**src/hdl/dma_channel_map.vh**
```
`ifndef DMA_CHANNEL_MAP_VH
`define DMA_CHANNEL_MAP_VH
// register window, byte addresses
`define DMA_BASE_ADDR     8'h20
`define DMA_LAST_ADDR     8'h5c
`define DMA_CHAN_STRIDE   8'h10
// register slot within one channel
`define DMA_SLOT_SRC      2'h0
`define DMA_SLOT_DST      2'h1
`define DMA_SLOT_CNT      2'h2
`define DMA_SLOT_CTRL     2'h3
// control field positions
`define CTL_ENABLE        0
`define CTL_END_FLAG      1
`define CTL_XFER_REQUEST_IN_EDGE     6
`define CTL_SIZE_LO       3
`define CTL_RES_LO        8
`define CTL_SRC_MODE_LO   12
`define CTL_DST_MODE_LO   14
`define CTL_STROBE_POL    16
`define CTL_STROBE_CYC    17
`define CTL_ACCEPT_POL    18
`define CTL_RELOAD        19
`define CTL_INDIRECT      20
// writable bit masks
`define CTL_MASK_COMMON   32'h0000ff3d
`define CTL_MASK_EXT      32'h00070040
`define CTL_MASK_RELOAD   32'h00080000
`define CTL_MASK_INDIR    32'h00100000
`define CTL_RESET_VAL     32'h00000000
`define CNT_MASK          32'h00ffffff
// request source codes
`define RES_EXT_DUAL      4'h0
`define RES_EXT_SGL_A     4'h2
`define RES_EXT_SGL_B     4'h3
`define RES_AUTO          4'h4
// transfers between source reloads
`define RELOAD_PERIOD     2'h3
`endif

```
**src/hdl/dma_channel_register_set.v**
```verilog
`include "dma_channel_map.vh"
module dma_channel_register_set (
    input  wire        ref_clk,
    input  wire        arst_n,
    input  wire [7:0]  regAddr,
    input  wire [31:0] regWrData,
    input  wire [1:0]  regWrHalf,
    input  wire        regWr,
    input  wire        regRd,
    output reg  [31:0] regRdData,
    input  wire [1:0]  xferRequestIn_n,
    output reg  [1:0]  xferStrobeOut,
    output reg  [1:0]  reqAcceptedOut,
    output wire [3:0]  chanActive
);
    // engine states
    localparam [1:0] ST_IDLE = 2'h0;
    localparam [1:0] ST_READ = 2'h1;
    localparam [1:0] ST_WRITE = 2'h2;

    // per-channel register storage
    reg  [31:0] srcAddr_reg [0:3];   // next source address
    reg  [31:0] dstAddr_reg [0:3];   // next destination address
    reg  [23:0] xferCount_reg [0:3]; // remaining units
    reg  [31:0] chanCtrl_reg [0:3];  // channel control
    reg  [31:0] srcInit_reg;         // channel two reload value
    reg  [1:0]  reloadCnt_reg;       // channel two units since reload
    reg  [3:0]  endSeen_reg;         // end flag read as one
    reg  [1:0]  state_reg;           // engine state
    reg  [1:0]  actCh_reg;           // channel being served
    reg  [1:0]  reqMeta_reg;         // request sync stage one
    reg  [1:0]  reqSync_reg;         // request sync stage two
    reg  [1:0]  reqPrev_reg;         // for falling edge detect
    reg  [1:0]  edgeSeen_reg;        // latched falling edge
    reg  [1:0]  strobe_next;         // strobe, active high
    reg  [1:0]  accept_next;         // accept pulse, active high
    reg  [3:0]  reqPend;             // channels wanting service
    reg  [1:0]  pickCh;              // lowest pending channel

    // notes on the register window:
    // each channel owns four word slots, source first, control last
    // misaligned or unmapped reads return zero, writes there are dropped
    // half enables let software touch one 16-bit half of a word
    // the count keeps only 24 bits; its top byte has no storage at all
    // address and count carry no reset, so software must load them first
    // the control word is the only per-channel register of the window that resets

    // address decode
    wire        inRange = (regAddr >= `DMA_BASE_ADDR) &&
                          (regAddr <= `DMA_LAST_ADDR) && (regAddr[1:0] == 2'h0);
    wire [7:0]  offs    = regAddr - `DMA_BASE_ADDR;
    wire [1:0]  selCh   = offs[5:4];
    wire [1:0]  selSlot = offs[3:2];
    wire        swWr    = regWr && inRange;
    wire        unitDone = (state_reg == ST_WRITE);
    wire [31:0] actCtrl = chanCtrl_reg[actCh_reg];

    // merge the written halves into the old value
    function [31:0] mergeHalf;
        input [31:0] old;
        input [31:0] wd;
        input [1:0]  hen;
        begin
            mergeHalf = old;
            if (hen[0]) begin
                mergeHalf[15:0] = wd[15:0];
            end
            if (hen[1]) begin
                mergeHalf[31:16] = wd[31:16];
            end
        end
    endfunction

    // merge a count write; the top byte has no storage
    function [23:0] mergeCnt;
        input [23:0] old;
        input [31:0] wd;
        input [1:0]  hen;
        reg   [31:0] full;
        begin
            full     = mergeHalf({8'h00, old}, wd, hen);
            mergeCnt = full[23:0];
        end
    endfunction

    // writable control bits for a channel
    function [31:0] ctrlMask;
        input [1:0] ch;
        begin
            ctrlMask = `CTL_MASK_COMMON;
            if (ch[1] == 1'b0) begin
                ctrlMask = ctrlMask | `CTL_MASK_EXT;
            end
            if (ch == 2'h2) begin
                ctrlMask = ctrlMask | `CTL_MASK_RELOAD;
            end
            if (ch == 2'h3) begin
                ctrlMask = ctrlMask | `CTL_MASK_INDIR;
            end
        end
    endfunction

    // signed address step for a mode field
    function [31:0] addrStep;
        input [1:0] mode;
        input [1:0] size;
        input       indir;
        reg   [31:0] mag;
        begin
            mag = 32'h00000001;
            case (size)
                2'h1: mag = 32'h00000002;
                2'h2: mag = 32'h00000004;
                2'h3: mag = 32'h00000010;
                default: mag = 32'h00000001;
            endcase
            if (indir) begin
                mag = 32'h00000004;
            end
            case (mode)
                2'h1: addrStep = mag;
                2'h2: addrStep = ~mag + 32'h00000001;
                default: addrStep = 32'h00000000;
            endcase
        end
    endfunction

    // request source is an external pin
    function isExt;
        input [3:0] res;
        begin
            isExt = (res == `RES_EXT_DUAL) || (res == `RES_EXT_SGL_A) ||
                    (res == `RES_EXT_SGL_B);
        end
    endfunction

    // two-flop sync and edge history of request pins
    always @(posedge ref_clk or negedge arst_n) begin
        if (!arst_n) begin
            reqMeta_reg <= 2'h3;
            reqSync_reg <= 2'h3;
            reqPrev_reg <= 2'h3;
        end else begin
            reqMeta_reg <= xferRequestIn_n;
            reqSync_reg <= reqMeta_reg;
            reqPrev_reg <= reqSync_reg;
        end
    end

    // pending requests and fixed priority pick
    // channels 2 and 3 have no pins, so only auto requests reach them
    always @* begin : pend_pick
        integer i;
        i       = 0;
        reqPend = 4'h0;
        for (i = 0; i < 4; i = i + 1) begin
            if (chanCtrl_reg[i][`CTL_ENABLE] && !chanCtrl_reg[i][`CTL_END_FLAG]) begin
                if (chanCtrl_reg[i][`CTL_RES_LO+3:`CTL_RES_LO] == `RES_AUTO) begin
                    reqPend[i] = 1'b1;
                end else if (i < 2 && isExt(chanCtrl_reg[i][`CTL_RES_LO+3:`CTL_RES_LO])) begin
                    // level or latched falling edge
                    reqPend[i] = chanCtrl_reg[i][`CTL_XFER_REQUEST_IN_EDGE] ? edgeSeen_reg[i & 1]
                                                                  : !reqSync_reg[i & 1];
                end
            end
        end
        pickCh = reqPend[0] ? 2'h0 : reqPend[1] ? 2'h1 : reqPend[2] ? 2'h2 : 2'h3;
    end

    // engine sequence: read phase then write phase
    // a new edge in the grant cycle wins, so no falling edge is lost
    always @(posedge ref_clk or negedge arst_n) begin : engine_seq
        integer i;
        if (!arst_n) begin
            state_reg    <= ST_IDLE;
            actCh_reg    <= 2'h0;
            edgeSeen_reg <= 2'h0;
        end else begin
            for (i = 0; i < 2; i = i + 1) begin
                if (reqPrev_reg[i] && !reqSync_reg[i]) begin
                    edgeSeen_reg[i] <= 1'b1;
                end else if (state_reg == ST_IDLE && reqPend != 4'h0 && pickCh == i) begin
                    edgeSeen_reg[i] <= 1'b0;
                end
            end
            case (state_reg)
                ST_IDLE: begin
                    if (reqPend != 4'h0) begin
                        actCh_reg <= pickCh;
                        state_reg <= ST_READ;
                    end
                end
                ST_READ: begin
                    state_reg <= ST_WRITE;
                end
                ST_WRITE: begin
                    state_reg <= ST_IDLE;
                end
                default: begin
                    state_reg <= ST_IDLE;
                end
            endcase
        end
    end

    assign chanActive = (state_reg == ST_IDLE) ? 4'h0 : (4'h1 << actCh_reg);

    // strobe and accept levels before polarity
    always @* begin
        strobe_next = 2'h0;
        accept_next = 2'h0;
        if (state_reg == ST_IDLE && reqPend[1:0] != 2'h0 && pickCh[1] == 1'b0) begin
            accept_next[pickCh[0]] = 1'b1;
        end
        if (state_reg != ST_IDLE && actCh_reg[1] == 1'b0 &&
            isExt(actCtrl[`CTL_RES_LO+3:`CTL_RES_LO])) begin
            if (actCtrl[`CTL_RES_LO+3:`CTL_RES_LO] != `RES_EXT_DUAL) begin
                strobe_next[actCh_reg[0]] = 1'b1;
            end else if (actCtrl[`CTL_STROBE_CYC]) begin
                strobe_next[actCh_reg[0]] = (state_reg == ST_WRITE);
            end else begin
                strobe_next[actCh_reg[0]] = (state_reg == ST_READ);
            end
        end
    end

    // pin outputs with per-channel polarity
    // reset drives both pins high, the idle level of the default polarity
    always @(posedge ref_clk or negedge arst_n) begin : pin_out
        integer i;
        if (!arst_n) begin
            xferStrobeOut  <= 2'h3;
            reqAcceptedOut <= 2'h3;
        end else begin
            for (i = 0; i < 2; i = i + 1) begin
                xferStrobeOut[i]  <= chanCtrl_reg[i][`CTL_STROBE_POL] ? strobe_next[i]
                                                                     : !strobe_next[i];
                reqAcceptedOut[i] <= chanCtrl_reg[i][`CTL_ACCEPT_POL] ? accept_next[i]
                                                                     : !accept_next[i];
            end
        end
    end

    // control registers and end flag
    // the end flag is outside every write mask; only the engine sets it
    // and only a qualified zero write clears it, the set winning a tie
    always @(posedge ref_clk or negedge arst_n) begin : ctrl_regs
        integer i;
        if (!arst_n) begin
            for (i = 0; i < 4; i = i + 1) begin
                chanCtrl_reg[i] <= `CTL_RESET_VAL;
            end
            endSeen_reg <= 4'h0;
        end else begin
            for (i = 0; i < 4; i = i + 1) begin
                if (swWr && selSlot == `DMA_SLOT_CTRL && selCh == i) begin
                    chanCtrl_reg[i] <= (chanCtrl_reg[i] & ~ctrlMask(i[1:0])) |
                        (mergeHalf(chanCtrl_reg[i], regWrData, regWrHalf) & ctrlMask(i[1:0]));
                    if (unitDone && actCh_reg == i &&
                        xferCount_reg[i] == 24'h000001) begin
                        chanCtrl_reg[i][`CTL_END_FLAG] <= 1'b1;
                    end else if (regWrHalf[0] && !regWrData[`CTL_END_FLAG] &&
                                 endSeen_reg[i]) begin
                        chanCtrl_reg[i][`CTL_END_FLAG] <= 1'b0;
                    end
                end else if (unitDone && actCh_reg == i &&
                             xferCount_reg[i] == 24'h000001) begin
                    chanCtrl_reg[i][`CTL_END_FLAG] <= 1'b1;
                end
                // arm the clear once the flag is seen set
                if (regRd && inRange && selSlot == `DMA_SLOT_CTRL && selCh == i &&
                    chanCtrl_reg[i][`CTL_END_FLAG]) begin
                    endSeen_reg[i] <= 1'b1;
                end else if (!chanCtrl_reg[i][`CTL_END_FLAG]) begin
                    endSeen_reg[i] <= 1'b0;
                end
            end
        end
    end

    // address and count registers, no reset, software write wins
    // kept without reset so their contents survive a reset pulse
    always @(posedge ref_clk) begin : addr_regs
        integer i;
        for (i = 0; i < 4; i = i + 1) begin
            if (swWr && selSlot == `DMA_SLOT_SRC && selCh == i) begin
                srcAddr_reg[i] <= mergeHalf(srcAddr_reg[i], regWrData, regWrHalf);
            end else if (unitDone && actCh_reg == i) begin
                if (i == 2 && chanCtrl_reg[2][`CTL_RELOAD] &&
                    reloadCnt_reg == `RELOAD_PERIOD) begin
                    srcAddr_reg[i] <= srcInit_reg;
                end else begin
                    srcAddr_reg[i] <= srcAddr_reg[i] +
                        addrStep(chanCtrl_reg[i][`CTL_SRC_MODE_LO+1:`CTL_SRC_MODE_LO],
                                 chanCtrl_reg[i][`CTL_SIZE_LO+1:`CTL_SIZE_LO],
                                 chanCtrl_reg[i][`CTL_INDIRECT]);
                end
            end
            if (swWr && selSlot == `DMA_SLOT_DST && selCh == i) begin
                dstAddr_reg[i] <= mergeHalf(dstAddr_reg[i], regWrData, regWrHalf);
            end else if (unitDone && actCh_reg == i) begin
                dstAddr_reg[i] <= dstAddr_reg[i] +
                    addrStep(chanCtrl_reg[i][`CTL_DST_MODE_LO+1:`CTL_DST_MODE_LO],
                             chanCtrl_reg[i][`CTL_SIZE_LO+1:`CTL_SIZE_LO], 1'b0);
            end
            if (swWr && selSlot == `DMA_SLOT_CNT && selCh == i) begin
                xferCount_reg[i] <= mergeCnt(xferCount_reg[i], regWrData, regWrHalf);
            end else if (unitDone && actCh_reg == i) begin
                // zero wraps, giving the maximum count
                xferCount_reg[i] <= xferCount_reg[i] - 24'h000001;
            end
        end
        // channel two reload bookkeeping
        if (swWr && selSlot == `DMA_SLOT_SRC && selCh == 2'h2) begin
            srcInit_reg   <= mergeHalf(srcAddr_reg[2], regWrData, regWrHalf);
            reloadCnt_reg <= 2'h0;
        end else if (unitDone && actCh_reg == 2'h2) begin
            reloadCnt_reg <= reloadCnt_reg + 2'h1;
        end
    end

    // read data one cycle after the strobe
    // the value then holds until the next read strobe
    always @(posedge ref_clk or negedge arst_n) begin
        if (!arst_n) begin
            regRdData <= 32'h00000000;
        end else if (regRd && inRange) begin
            case (selSlot)
                `DMA_SLOT_SRC: regRdData <= srcAddr_reg[selCh];
                `DMA_SLOT_DST: regRdData <= dstAddr_reg[selCh];
                `DMA_SLOT_CNT: regRdData <= {8'h00, xferCount_reg[selCh]};
                default:       regRdData <= chanCtrl_reg[selCh];
            endcase
        end else if (regRd) begin
            regRdData <= 32'h00000000;
        end
    end
endmodule // dma_channel_register_set

```
**config.mk**
```make
export PLATFORM = sky130hd
export DESIGN_NAME = dma_channel_register_set
export DESIGN_NICKNAME = d
export VERILOG_FILES = /design/src/hdl/dma_channel_register_set.v
export VERILOG_INCLUDE_DIRS = /design/src /design/src/hdl
export SDC_FILE = /design/constraint.sdc
export NUM_CORES = 2
export LEC_CHECK = 0
export ABC_AREA = 1
export BUFFER_PORTS_ARGS = -buffer_cell sky130_fd_sc_hd__buf_2
export CORE_UTILIZATION = 40
export DETAILED_ROUTE_END_ITERATION = 16
export GPL_TIMING_DRIVEN = 0
export PLACE_DENSITY = 0.61
export SETUP_SLACK_MARGIN = 0.15
export SYNTH_ARGS = -nofsm -noshare
export SYNTH_HDL_FRONTEND = slang
export SYNTH_SLANG_ARGS = --single-unit
export TNS_END_PERCENT = 30
```
**constraint.sdc**
```tcl
create_clock -name ref_clk -period 3.3 [get_ports ref_clk]
set_input_delay 0.66 -clock ref_clk [delete_from_list [all_inputs] [get_ports ref_clk]]
set_output_delay 0.66 -clock ref_clk [all_outputs]
set_load 0.02 [all_outputs]
```
==> impl_metrics.sql <==
INSERT INTO impl_metrics (metric_group, metric, value, unit) VALUES
('setup_path', 'worst_setup_path_start_kind', 'input port', ''),
('power_and_ir_drop', 'power.share.sequential', '0.422', ''),
('timing', 'timing.fmax', '0.287', 'GHz'),
('timing', 'period_minus_slack', '3.48', 'ns'),
('global_routing', 'grt_usage', '0.345', ''),
('logic_synthesis', 'synth_sequential_area_ratio', '0.329', ''),
('timing', 'finalMaxSlewViolations', '21', ''),
('route', 'route.detailed.drc', '0', ''),
('clock_network', 'cts_sinks', '504', ''),
('logic_synthesis', 'synth-async-reset-ratio', '0.234', ''),
('route', 'drt_pass1_iterations', '8', ''),
('final_layout', 'layout.cells.most_common_list', '2,193 x nand2_1, 895 x inv_1, 602 x o21ai_0', ''),
('final_layout', 'layout.cells.non_filler', '8399', ''),
('route', 'detail_route.iter0.violations', '6416', ''),
('setup_path', 'critical_path_capture_point_type', 'flop', ''),
('global_routing', 'grt-ovfl-total', '0', ''),
('outcome', 'violations_in_the_final_reports', 'max-capacitance violations, max-slew violations, negative setup slack', ''),
('clock_network', 'post_cts_hold_buffer_count', '0', ''),
('clock_network', 'clock_tree.root_cell', 'clkbuf_16', ''),
('setup_path', 'worst_ep_required_time', '3.89', 'ns'),
('setup_path', 'critical_path_class', 'in -> reg', ''),
('hold_path', 'hold_path.class', 'in -> async', ''),
('route', 'ant_nets', '0', ''),
('global_routing', 'grt_start_max_net_pins', '62', ''),
('logic_synthesis', 'yosys.cell_types.count', '44', ''),
('final_layout', 'layout.cells.most_common', 'nand2_1', ''),
('floorplanning', 'die_height', '334', 'microns'),
('timing', 'timing_hold_violations_final', '0', ''),
('power_and_ir_drop', 'power_leakage', '0.0243', 'uW'),
('route', 'via_per_inst', '5.66', ''),
('timing', 'fin_skew', '0.0375', 'ns'),
('placed_design', 'place.detailed.hpwl', '156', 'mm'),
('power_and_ir_drop', 'power.combinational.fraction', '0.140', ''),
('logic_synthesis', 'syn-instance-count', '6660', ''),
('floorplanning', 'die_width', '334', 'microns'),
('setup_path', 'critPathMaxFanout', '10', ''),
('clock_network', 'worst_setup_hold_path_clk_slew', '0.06', 'ns'),
('logic_synthesis', 'syn_avg_cell_area', '6.63', 'sq um'),
('final_layout', 'finalNetCount', '7209', ''),
('final_layout', 'layout-drive-gt1-share', '0.0909', ''),
('power_and_ir_drop', 'power_per_cell_area', '334', 'mW/mm^2'),
('timing', 'rsz_0062_raised_after_global_routing', 'yes', ''),
('run', 'max_cap_violations', '2', ''),
('clock_network', 'cts.htree.levels', '3', ''),
('clock_network', 'worst_skew_pair.late_latency', '0.66', 'ns'),
('global_routing', 'wire_length_of_the_first_global_routing_pass', '283', 'mm'),
('route', 'detail_route.wirelength', '199', 'mm'),
('power_and_ir_drop', 'switching_component_of_the_power', '4990', 'uW'),
('floorplanning', 'ios', '88', ''),
('final_layout', 'filler_cell_count', '11263', ''),
('global_routing', 'antenna_found_initial', '8', ''),
('floorplanning', 'design.core.area', '0.109', 'sq mm'),
('route', 'wl_per_cell', '23.6', 'microns'),
('logic_synthesis', 'synthesis.nets', '6999', ''),
('outcome', 'status', 'finished with violations', ''),
('power_and_ir_drop', 'power.internal', '11700', 'uW'),
('clock_network', 'ctsLongestPathBuffers', '3', ''),
('logic_synthesis', 'dominantRegCellSynth', 'edfxtp_1', ''),
('timing', 'worstMarginPinSlew', '1.59', 'ns'),
('final_layout', 'area_delta_synth_final', '13.4', '%'),
('route', 'num_vias', '47562', ''),
('power_and_ir_drop', 'p_clk_frac', '0.439', ''),
('timing', 'timing.final.crit_share', '1.06', ''),
('global_routing', 'number_of_global_route_vias_before_repair', '42593', ''),
('timing', 'slew_headroom', '-0.0630', ''),
('floorplanning', 'num_rows', '121', ''),
('timing', 'setup_viol', '3', ''),
('power_and_ir_drop', 'p_sw_frac', '0.298', ''),
('logic_synthesis', 'synth_edf_count', '384', ''),
('floorplanning', 'fp.dieArea', '0.112', 'sq mm'),
('clock_network', 'clock_tree_from_tritoncts', 'done', ''),
('timing', 'final_critical_path_setup_slack', '-0.185', 'ns'),
('clock_network', 'cts_made_buffers', '67', ''),
('power_and_ir_drop', 'peakVddDrop', '0.365', 'mV'),
('logic_synthesis', 'yosys_warnings', '0', ''),
('placed_design', 'placed_cells_incl_taps', '8213', ''),
('logic_synthesis', 'synth.cell_area', '0.0442', 'sq mm'),
('placed_design', 'gp_congestion', '1.11', ''),
('floorplanning', 'floorplan.initialDensity', '0.404', ''),
('placed_design', 'place.port_buffers', '64', ''),
('setup_path', 'worst-endpoint-arrival', '4.07', 'ns'),
('timing', 'hold_slack', '0.00162', 'ns'),
('logic_synthesis', 'synth-seq-cells', '504', '');
==> per-layer routing <==
layer / vias to the layer above / wire [microns] / global-route usage
met4: 2 / 12600 / 0.182
li1: 22252 / - / -
met1: 22117 / 81800 / 0.476
met2: 2684 / 81500 / 0.506
met3: 507 / 22800 / 0.0692
met5: - / 14 / 0
==> synthesized netlist by cell type, types with 5 or more instances <==
library cell	instances	area share
a21o_1	9	0.0015
a21oi_1	305	0.035
a22o_1	6	0.0012
a22oi_1	60	0.010
a31oi_1	9	0.0013
and2_1	9	0.0013
buf_1	5	0.00043
buf_2	86	0.0097
buf_4	10	0.0017
buf_6	6	0.0015
clkbuf_1	76	0.0065
dfrtp_1	108	0.061
dfstp_2	10	0.0060
edfxtp_1	384	0.26
fa_1	8	0.0036
ha_1	283	0.080
inv_1	913	0.078
inv_2	14	0.0012
nand2_1	2252	0.19
nand2_2	13	0.0018
nand3_1	436	0.049
nand3b_1	9	0.0015
nand4_1	86	0.012
nor2_1	514	0.044
nor2_2	8	0.0011
nor3_1	88	0.010
nor4_1	15	0.0021
o21ai_0	636	0.072
o21ai_1	17	0.0019
o21bai_1	28	0.0048
o22ai_1	57	0.0081
or2_2	16	0.0023
xnor2_1	84	0.017
xor2_1	79	0.016
==> final timing paths <==
kind | end | slack (ns) | cells after the start | start
max in group asynchronous | chanCtrl_reg[108] | 2.52 | 2 | arst_n
max | regRdData[26] | -0.18 | 10 | regAddr[5]
min in group ref_clk | reqMeta_reg[1] | 0.11 | 1 | xferRequestIn_n[1]
min reg2reg | reqSync_reg[0] | 0.36 | 0 | reqMeta_reg[0]
max reg2reg | srcAddr_reg[3][24] | 0.15 | 19 | chanCtrl_reg[4]
min | edgeSeen_reg[1] | 0.002 | 1 | arst_n
==> cell type report <==
class | count | area [sq um] | share of cell area
inverter | 929 | 3490 | 0.0697
multi-input combinational | 5044 | 26100 | 0.522
buffer | 183 | 910 | 0.0182
antenna | 1 | 2.50 | 0.0000500
sequential | 504 | 14500 | 0.291
clock buffer | 89 | 1830 | 0.0366
tap | 1476 | 1850 | 0.0369
timing repair buffer | 141 | 1020 | 0.0203
clock inverter | 32 | 275 | 0.00550
==> per-stage QoR <==
step / instance area (sq um) / TNS [ns] / total power [uW] / utilization / setup WS (ns)
floorplan: 44200 / 0 / 8420 / - / 0.222
global placement: 46300 / -322.16 / 9320 / 0.424 / -1.41
detailed placement: 46600 / -31.41 / 9350 / 0.427 / -0.694
CTS: 49200 / 0 / 16600 / 0.450 / 0.00224
global route: 50100 / -0.00781 / 17100 / 0.459 / -0.00781
finish: 50100 / -0.247 / 16700 / 0.459 / -0.185
==> timing repair <==
action,CTS,global route
hold endpoints to repair,0,0
resized for setup,89,168
pin swaps,15,44
endpoints found under the setup margin,252,240
setup buffers,26,38
==> critical path, cell delays in order <==
cell and delay (ns):
buf_2 0.17, inv_1 0.09, nand2_1 0.08, inv_2 0.28
buf_2 0.38, clkbuf_1 0.85, a22oi_1 0.48, a21oi_1 0.70
o21ai_0 0.24, nand2_1 0.11
==> power groups by stage <==
stage,logic [uW],clock network [uW],registers (uW)
6_report,2340,7330,7050
5_1_grt,2500,7550,7050
4_1_cts,2210,7320,7040
3_5_place_dp,2180,0,7170
3_3_place_gp,2150,0,7170
2_1_floorplan,1290,0,7130
==> cell families (layout without fill, tap and decap cells) <==
kind of cell	count (synthesis)	after routing	synth area share
and+or+nand+nor	3451	3451	0.318
adders and majority gates	291	291	0.0838
DFF	504	504	0.329
xor gates and xnor gates	163	163	0.0323
other	0	1	0
buffers and inverters	1112	1374	0.0988
AOI/OAI and AO/OA	1139	1139	0.138
(Power assumes the default switching activity.)
